## config.mk

```make
export PLATFORM = sky130hd
export DESIGN_NAME = stc_timer
export DESIGN_NICKNAME = d
export VERILOG_FILES = /design/src/verilog/stc_pkg.sv /design/src/verilog/stc_timer.sv
export SDC_FILE = /design/constraint.sdc
export NUM_CORES = 1
export LEC_CHECK = 0
export BUFFER_PORTS_ARGS = -buffer_cell sky130_fd_sc_hd__buf_2
export CORE_UTILIZATION = 40
export CTS_CLUSTER_DIAMETER = 150
export DETAILED_ROUTE_END_ITERATION = 10
export MAX_ROUTING_LAYER = met4
export PLACE_DENSITY_LB_ADDON = 0.05
export SYNTH_ARGS = -nofsm -noshare
export SYNTH_HDL_FRONTEND = slang
export SYNTH_SLANG_ARGS = --single-unit
```

## constraint.sdc

```tcl
create_clock -name clk_i -period 3.9 [get_ports clk_i]
set_input_delay 0.39 -clock clk_i [delete_from_list [all_inputs] [get_ports clk_i]]
set_output_delay 0.39 -clock clk_i [all_outputs]
set_load 0.05 [all_outputs]
```

## src/verilog/stc_pkg.sv

```systemverilog
`default_nettype none
// ============================================================
// Shared constants and types for the timer control block
package stc_pkg;
	// Register byte offsets
	localparam logic [3:0] STC_CTRL_OFS  = 4'h0;
	localparam logic [3:0] STC_COUNT_OFS = 4'h4;

	// Control field positions within the 16-bit control word
	localparam int STC_RUN_POS   = 15;
	localparam int STC_IDLE_POS  = 13;
	localparam int STC_GATE_POS  = 6;
	localparam int STC_PS_HI_POS = 5;
	localparam int STC_PS_LO_POS = 4;
	localparam int STC_SYNC_POS  = 2;
	localparam int STC_SRC_POS   = 1;

	// Reset values
	localparam logic [15:0] STC_CTRL_RST  = 16'h0000;
	localparam logic [15:0] STC_COUNT_RST = 16'h0000;

	// Prescale codes and terminal counts (divide ratio minus one)
	localparam logic [1:0] STC_PS_1   = 2'h0;
	localparam logic [1:0] STC_PS_8   = 2'h1;
	localparam logic [1:0] STC_PS_64  = 2'h2;
	localparam logic [1:0] STC_PS_256 = 2'h3;
	localparam logic [7:0] STC_TC_1   = 8'h00;
	localparam logic [7:0] STC_TC_8   = 8'h07;
	localparam logic [7:0] STC_TC_64  = 8'h3F;
	localparam logic [7:0] STC_TC_256 = 8'hFF;

	// Control register contents
	typedef struct packed {
		logic       timer_run_bit;
		logic       idle_stop_bit;
		logic       gated_accumulate_bit;
		logic [1:0] input_prescale_field;
		logic       ext_clock_sync_bit;
		logic       clock_source_bit;
	} stc_ctrl_t;

	// Wishbone request bundle
	typedef struct packed {
		logic        cyc;
		logic        stb;
		logic        we;
		logic [3:0]  sel;
		logic [3:0]  adr;
		logic [31:0] dat;
	} stc_wb_req_t;
endpackage : stc_pkg
`default_nettype wire

```

## src/verilog/stc_timer.sv

```systemverilog
`timescale 1ns/1ps
`default_nettype none
// Function
// - Timer counts while the run bit is one, unless idle mode is active with the idle stop bit one, and holds while it is zero.
// - Prescale field 11/10/01/00 divides the input clock by 256/64/8/1.
// - Gate bit ignored on external source; otherwise count only while gate is active.
// - External source: sync bit one synchronises the pin, zero samples it directly.
module stc_timer (
	input  wire logic                clk_i,
	input  wire logic                rst_i,
	input  wire stc_pkg::stc_wb_req_t wb_req_i,
	output logic [31:0]              wb_dat_o,
	output logic                     wb_ack_o,
	input  wire logic                external_timer_clock_pin_i,
	input  wire logic                gate_i,
	input  wire logic                idle_mode_i,
	output logic [15:0]              count_o
);
	import stc_pkg::*;

	// ============================================================
	// State
	stc_ctrl_t   ctrl_q, ctrl_d;
	logic [15:0] count_q, count_d;
	logic [7:0]  pre_q, pre_d;
	logic        ack_q, ack_d;
	logic [31:0] rdat_q, rdat_d;
	logic        meta_q, sync_q, sync_prev_q, raw_prev_q;
	logic        meta_d, sync_d, sync_prev_d, raw_prev_d;

	logic        req;
	logic        wr_ctrl;
	logic        wr_count;
	logic        ext_rise;
	logic        src_tick;
	logic        running;
	logic [7:0]  term;
	logic        pre_tick;
	logic [15:0] ctrl_word;

	// ============================================================
	// External pin capture
	// Two-stage path for synchronised mode, single sample for direct mode
	// Direct mode relies on the pin already being synchronous to clk_i
	always_comb begin
		meta_d      = external_timer_clock_pin_i;
		sync_d      = meta_q;
		sync_prev_d = sync_q;
		raw_prev_d  = external_timer_clock_pin_i;
	end

	// Pin capture stages
	always_ff @(posedge clk_i) begin
		if (rst_i) begin
			meta_q      <= 1'b0;
			sync_q      <= 1'b0;
			sync_prev_q <= 1'b0;
			raw_prev_q  <= 1'b0;
		end else begin
			meta_q      <= meta_d;
			sync_q      <= sync_d;
			sync_prev_q <= sync_prev_d;
			raw_prev_q  <= raw_prev_d;
		end
	end

	// Rising edge of the pin, through the chosen path
	always_comb begin
		if (ctrl_q.ext_clock_sync_bit) begin
			ext_rise = sync_q & ~sync_prev_q;
		end else begin
			ext_rise = external_timer_clock_pin_i & ~raw_prev_q;
		end
	end

	// ============================================================
	// Timer source, gating and prescaler
	always_comb begin
		if (ctrl_q.clock_source_bit) begin
			src_tick = ext_rise;
		end else if (ctrl_q.gated_accumulate_bit) begin
			src_tick = gate_i;
		end else begin
			src_tick = 1'b1;
		end
		running = ctrl_q.timer_run_bit & ~(idle_mode_i & ctrl_q.idle_stop_bit);
		case (ctrl_q.input_prescale_field)
			STC_PS_1:   term = STC_TC_1;
			STC_PS_8:   term = STC_TC_8;
			STC_PS_64:  term = STC_TC_64;
			STC_PS_256: term = STC_TC_256;
			default:    term = STC_TC_1;
		endcase
		pre_tick = running & src_tick & (pre_q >= term);
	end

	// ============================================================
	// Bus decode
	always_comb begin
		req      = wb_req_i.cyc & wb_req_i.stb & ~ack_q;
		wr_ctrl  = req & wb_req_i.we & (wb_req_i.adr == STC_CTRL_OFS);
		// Counter writes are refused while counting a synchronised external clock
		wr_count = req & wb_req_i.we & (wb_req_i.adr == STC_COUNT_OFS)
			& ~(ctrl_q.timer_run_bit & ctrl_q.clock_source_bit & ctrl_q.ext_clock_sync_bit);
		// Read-back image: unimplemented bits read zero
		ctrl_word = 16'h0000;
		ctrl_word[STC_RUN_POS]   = ctrl_q.timer_run_bit;
		ctrl_word[STC_IDLE_POS]  = ctrl_q.idle_stop_bit;
		ctrl_word[STC_GATE_POS]  = ctrl_q.gated_accumulate_bit;
		ctrl_word[STC_PS_HI_POS] = ctrl_q.input_prescale_field[1];
		ctrl_word[STC_PS_LO_POS] = ctrl_q.input_prescale_field[0];
		ctrl_word[STC_SYNC_POS]  = ctrl_q.ext_clock_sync_bit;
		ctrl_word[STC_SRC_POS]   = ctrl_q.clock_source_bit;
	end

	// ============================================================
	// Next-state computation
	// Control register, byte lanes honoured
	always_comb begin
		ctrl_d = ctrl_q;
		if (wr_ctrl) begin
			if (wb_req_i.sel[1]) begin
				ctrl_d.timer_run_bit = wb_req_i.dat[STC_RUN_POS];
				ctrl_d.idle_stop_bit = wb_req_i.dat[STC_IDLE_POS];
			end
			if (wb_req_i.sel[0]) begin
				ctrl_d.gated_accumulate_bit = wb_req_i.dat[STC_GATE_POS];
				ctrl_d.input_prescale_field = wb_req_i.dat[STC_PS_HI_POS:STC_PS_LO_POS];
				ctrl_d.ext_clock_sync_bit   = wb_req_i.dat[STC_SYNC_POS];
				ctrl_d.clock_source_bit     = wb_req_i.dat[STC_SRC_POS];
			end
		end
	end

	// Prescaler: restarts while the timer is stopped
	always_comb begin
		pre_d = pre_q;
		if (!running) begin
			pre_d = 8'h00;
		end else if (src_tick) begin
			pre_d = pre_tick ? 8'h00 : pre_q + 8'h01;
		end
	end

	// Counter: software write wins over an increment in the same cycle
	always_comb begin
		count_d = count_q;
		if (wr_count) begin
			if (wb_req_i.sel[1]) begin
				count_d[15:8] = wb_req_i.dat[15:8];
			end
			if (wb_req_i.sel[0]) begin
				count_d[7:0] = wb_req_i.dat[7:0];
			end
		end else if (pre_tick) begin
			count_d = count_q + 16'h0001;
		end
	end

	// Bus answer: ack one cycle after the request, read data latched
	always_comb begin
		ack_d  = req;
		rdat_d = rdat_q;
		// Unmapped addresses read zero
		if (req) begin
			case (wb_req_i.adr)
				STC_CTRL_OFS:  rdat_d = {16'h0000, ctrl_word};
				STC_COUNT_OFS: rdat_d = {16'h0000, count_q};
				default:       rdat_d = 32'h0000_0000;
			endcase
		end
	end

	// ============================================================
	// Registers
	// Control register
	always_ff @(posedge clk_i) begin
		if (rst_i) begin
			ctrl_q <= stc_ctrl_t'(7'h00);
		end else begin
			ctrl_q <= ctrl_d;
		end
	end

	// Prescaler
	always_ff @(posedge clk_i) begin
		if (rst_i) begin
			pre_q <= 8'h00;
		end else begin
			pre_q <= pre_d;
		end
	end

	// Counter
	always_ff @(posedge clk_i) begin
		if (rst_i) begin
			count_q <= STC_COUNT_RST;
		end else begin
			count_q <= count_d;
		end
	end

	// Bus answer
	always_ff @(posedge clk_i) begin
		if (rst_i) begin
			ack_q  <= 1'b0;
			rdat_q <= 32'h0000_0000;
		end else begin
			ack_q  <= ack_d;
			rdat_q <= rdat_d;
		end
	end

	// ============================================================
	// Outputs
	always_comb begin
		wb_dat_o = rdat_q;
		wb_ack_o = ack_q;
		count_o  = count_q;
	end
endmodule // stc_timer
`default_nettype wire

```

**After elaboration in Yosys (flattened, before gate mapping)**

Index checks and enable logic that the tools add are counted.

- Output and inout port bits: 49
- Logic and storage cells: 61
- Input port bits: 48
- Flip-flop bits (word level): 67

- Magnitude comparators: 1
- Reduce and logical (&&, ||, !) cells: 8
- Mux-type cells: 10
- Add/sub/neg operators: 2
- Bitwise gates (word level): 20
- Eq/ne operators: 6

Operators with widths:

| kind | number |
|---|---|
| $mux W16 | 2 |
| $pmux W16 S2 | 1 |
| $pmux W8 S4 | 1 |
| $mux W8 | 3 |
| $add A16 B1 Y16 const B | 1 |
| $and A1 B1 Y1 | 14 |
| $add A8 B1 Y8 const B | 1 |
| $ge A8 B8 Y1 | 1 |
| $reduce_and A2 Y1 | 4 |
| $not A1 Y1 | 6 |
| $eq A2 B2 Y1 const B | 2 |
| $eq A4 B3 Y1 const B | 1 |
| $logic_not A4 Y1 | 1 |
| $ne A2 B2 Y1 const B | 2 |
| $mux W1 | 3 |
| $eq A2 B1 Y1 const B | 1 |
| $logic_not A2 Y1 | 1 |
| $reduce_bool A2 Y1 | 1 |
| $reduce_or A2 Y1 | 1 |

**Longest topological paths before layout**

- Word-level depth: 8
- Mapped depth: 9

**Worst setup path after synthesis**

No wires, ideal clock.

- Path kind: reg-to-reg
- Start point: register ctrl_q[2] (netlist name)
- End point: register count_q[7] (netlist: count_o[7])
- Arrival time: 2.174 ns
- Path slack: 1.622 ns
- Required time: 3.797 ns
- Buffers on the path: 1
- Clock period less this slack: 2.278 ns
- Cell stages (with the launch flop): 10
- Cells stage by stage: dfxtp_1 nor2_1 ha_1 or2_2 a21oi_1 o211ai_1 and2_4 buf_6 or2_4 a2111oi_2

- Longest elaborated chain between the ends: 6

Ends and longest elaborated chain:

| what | RTL line | text |
|---|---|---|
| from (decl) | stc_timer.sv:23 | `stc_ctrl_t ctrl_q, ctrl_d;` |
| from (signal assigned) | stc_timer.sv:179 | `ctrl_q <= stc_ctrl_t'(7'h00);` |
| from (signal assigned) | stc_timer.sv:181 | `ctrl_q <= ctrl_d;` |
| $eq A2 B2 Y1 (tied with other cells) | stc_timer.sv:87 | `case (ctrl_q.input_prescale_field)` |
| $pmux W8 S4 (*) | stc_timer.sv:87 |  |
| $ge A8 B8 Y1 (*) | stc_timer.sv:94 | `pre_tick = running & src_tick & (pre_q >= term);` |
| $and A1 B1 Y1 (*) | stc_timer.sv:94 |  |
| $reduce_bool A2 Y1 (no source line) (*) | n/a |  |
| $reduce_and A2 Y1 (no source line) (*) | n/a |  |
| to (signal assigned) | stc_timer.sv:199 | `count_q <= count_d;` |
| to (decl) | stc_timer.sv:24 | `logic [15:0] count_q, count_d;` |

Mark *: on every way between the ends. The rest lies on a longest branch, timed or not.
A chain may end at the register's enable or synchronous reset.

**Worst setup path in the final report**

- Start point: register ctrl_q[3] (netlist name)
- End point: register count_q[11] (netlist: count_o[11])

Same word-level chain as after synthesis.

==> results by group <==
Run status
  • Status: finished, final reports clean

Route
  • Highest routed layer: met4
  • Iteration-0 DRC Markers: 108
  • Final wirelength: 7270 um
  • Post-route ant nets: 0
  • Met2 WL post-DR: 3270 um
  • WL met3: 309 um
  • DRC viols: 0
  • Drt wl/cell: 15.3 um
  • Via-to-Cell Ratio: 5.33
  • DR vias: 2536
  • Met1 Wirelength: 3620 um
  • First-pass DRT Iterations: 4

Timing
  • Post-layout min period: 2.60 ns
  • Final period util: 66.7%
  • Worst slew pin tran: 0.928 ns
  • Fin. Hold Viols: 0
  • Max Clock Skew: 0.00790 ns
  • Final setup violation count: 0
  • Slew Limit Headroom: 38.2%
  • Unrepaired setup endpoints after global routing: no
  • Setup WS post-layout: 1.30 ns
  • Final setup TNS: 0 ns
  • Minimum hold slack: 0.310 ns
  • Final slew viol count: 0
  • Fmax: 385 MHz

Clock tree
  • CTS tree: yes
  • H-tree depth: 2
  • Post-CTS setup buffers: 0
  • Clock transition at path regs: 0.09 ns
  • Cts hold-fix bufs: 0
  • Root Buffer: clkbuf_8
  • Worst-case clock buffer depth: 2
  • Post-CTS Resized: 0
  • Clock Sinks: 51
  • Worst-skew pair later-pin latency: 0.31 ns
  • Num CTS Buffers: 5

Synth
  • Share of the synthesized area in the top cell type: 36.3%
  • Synth cell count leaders: 51 x dfxtp_1, 42 x nor2_1, 23 x nand2_1, 17 x nand3_1
  • EDFF count, synth: 0
  • Synthesized instance count: 324
  • Primary FF master, synth: dfxtp_1
  • Most common cell in the synthesized netlist: dfxtp_1
  • Synth Register Bits: 51
  • Synthesis Warnings: 0
  • Biggest area consumer among synthesized cells: dfxtp_1
  • Netlist Area Pre-Place: 0.00281 mm^2
  • Sequential area share after synthesis: 36.3%
  • Yosys cell types: 57
  • Synth top area cells: dfxtp_1 36%, mux2i_1 5.7%, nor2_1 5.6%
  • Post-synth ARST share: 0%
  • Mapped Avg Cell Area: 8.67 um^2

Setup path
  • Required time of the critical path: 4.11 ns
  • CP startpoint kind: register
  • Maximum fanout along the worst path: 9
  • Crit path capture type: register
  • CP Data Arrival Time: 2.81 ns
  • CP Class: reg2reg

Placement
  • Final GP Congestion: 0.826
  • Area after DPL: 0.00313 mm^2
  • Placed cell count: 468
  • I/O Buffers: 62
  • DP Worst Slack: 1.31 ns
  • HPWL after detailed placement: 5340 um

Cells and area
  • Fraction of layout cells with a size suffix above 1: 23.4%
  • Finished Layout Cells: 476
  • Area Growth Syn to Fin: 15.5%
  • Layout fillers: 712
  • Final core utilization: 47.8%
  • Final #Nets: 435
  • Final Cell Area: 0.00325 mm^2
  • Final antenna diode count: 0

Floorplan
  • Initial Util: 41.4%
  • Total core area: 0.00679 mm^2
  • DIE HEIGHT: 85.8 um
  • Die area: 0.00737 mm^2
  • Die X: 85.8 um
  • Num rows: 30
  • Num ports: 97

Flow run
  • MaxCap Viol Count: 0

GRT
  • Largest net degree at the start of global routing: 50
  • Number of global-route vias before repair: 2261
  • Antenna violations before repair: 0
  • Grt total ovfl: 0
  • First-pass GRT wire length: 11600 um
  • All-layer global routing usage: 20.8%

Power and ir drop
  • Combinational fraction of design power: 8.5%
  • Switching Share: 25.1%
  • Worst VDD drop: 121 uV
  • P_sw: 0.253 mW
  • Power Total: 1.01 mW
  • Internal power: 0.754 mW
  • Pwr dens: 310 mW/mm^2
  • Sequential Power Share: 52.1%
  • Clock share of power: 39.4%
  • Leakage: 1.44 nW

Hold path
  • Min-delay worst type: in2reg
## critical path, stage by stage, from the launching register on
cell and delay, ns:
dfxtp_1 0.41, inv_1 0.13, ha_1 0.31, and4_1 0.22
o211ai_1 0.09, o211ai_1 0.60, nand2_1 0.21, or3_1 0.41
o211a_1 0.11
## final timing paths
| kind | cells after the start | endpoint | from | slack (ns) |
|---|---|---|---|---|
| setup / recovery | 8 | count_o[11]$_SDFFE_PP0P_ | ctrl_q[3]$_SDFFE_PP0P_ | 1.30 |
| hold / removal | 2 | raw_prev_q$_SDFF_PP0_ | external_timer_clock_pin_i | 0.31 |
| setup reg to reg | 8 | count_o[11]$_SDFFE_PP0P_ | ctrl_q[3]$_SDFFE_PP0P_ | 1.30 |
| hold reg to reg | 1 | sync_prev_d$_SDFF_PP0_ | raw_prev_q$_SDFF_PP0_ | 0.46 |
## state kept, by name, indices dropped and copies added, names as in the netlist
name / cells
pre_q: 8
wb_dat_o: 16
sync_prev_q: 1
count_o: 16
ctrl_q: 7
wb_ack_o: 1
sync_prev_d: 1
raw_prev_q: 1
## cell families (layout without fill, tap and decap cells)
kind of cell	Yosys count	count (layout)	share of synthesized area [%]
adders and majority gates	8	8	3.56
muxes	22	22	8.10
xor gates and xnor gates	5	5	1.56
and+or+nand+nor	137	137	26.3
AOI/OAI and AO/OA	68	68	17.3
buffers and inverters	32	73	6.77
DFF	51	51	36.3
other	1	16	0.133
## per-layer routing
metal  up-vias  global-route usage, %
met5         -                      -
met3         6                   2.98
met1      1201                   28.7
li1       1262                      -
met2        67                   32.2
met4         0                   5.15
## placed cells by master, fill, tap and decap left out, types with 5 or more instances in the layout
cell / synthesis / routed
a22oi_1: 16 / 16
buf_2: 2 / 62
and3_1: 7 / 7
nor2b_1: 6 / 6
mux2_2: 6 / 6
o31ai_1: 5 / 5
o21ai_0: 13 / 13
nand4_1: 6 / 6
nand2_1: 23 / 23
a21oi_1: 9 / 9
nor2_1: 42 / 42
nor3_1: 8 / 8
mux2i_1: 16 / 16
nand3_1: 17 / 17
ha_1: 8 / 8
clkbuf_8: 0 / 6
dfxtp_1: 51 / 51
conb_1: 1 / 16
## power by group through the flow
stage | Clock (mW) | Sequential (mW) | Combinational (mW)
after floorplan | 0 | 0.539 | 0.0689
after detailed placement | 0 | 0.536 | 0.0856
after global routing | 0.427 | 0.525 | 0.0914
after CTS | 0.410 | 0.524 | 0.0856
after global placement | 0 | 0.536 | 0.0853
final | 0.397 | 0.524 | 0.0858
## area by class of cell
cell class	count	area (um^2)	area share, %
multi-input cells	256	1660	51.0
clock buffers	6	82.6	2.54
clock inverters	2	38.8	1.19
inverters	1	3.75	0.116
well taps	96	120	3.70
flip-flops and latches	51	1020	31.4
repair buffers	64	325	10.0
No activity file was read; power rests on OpenSTA's default activity.
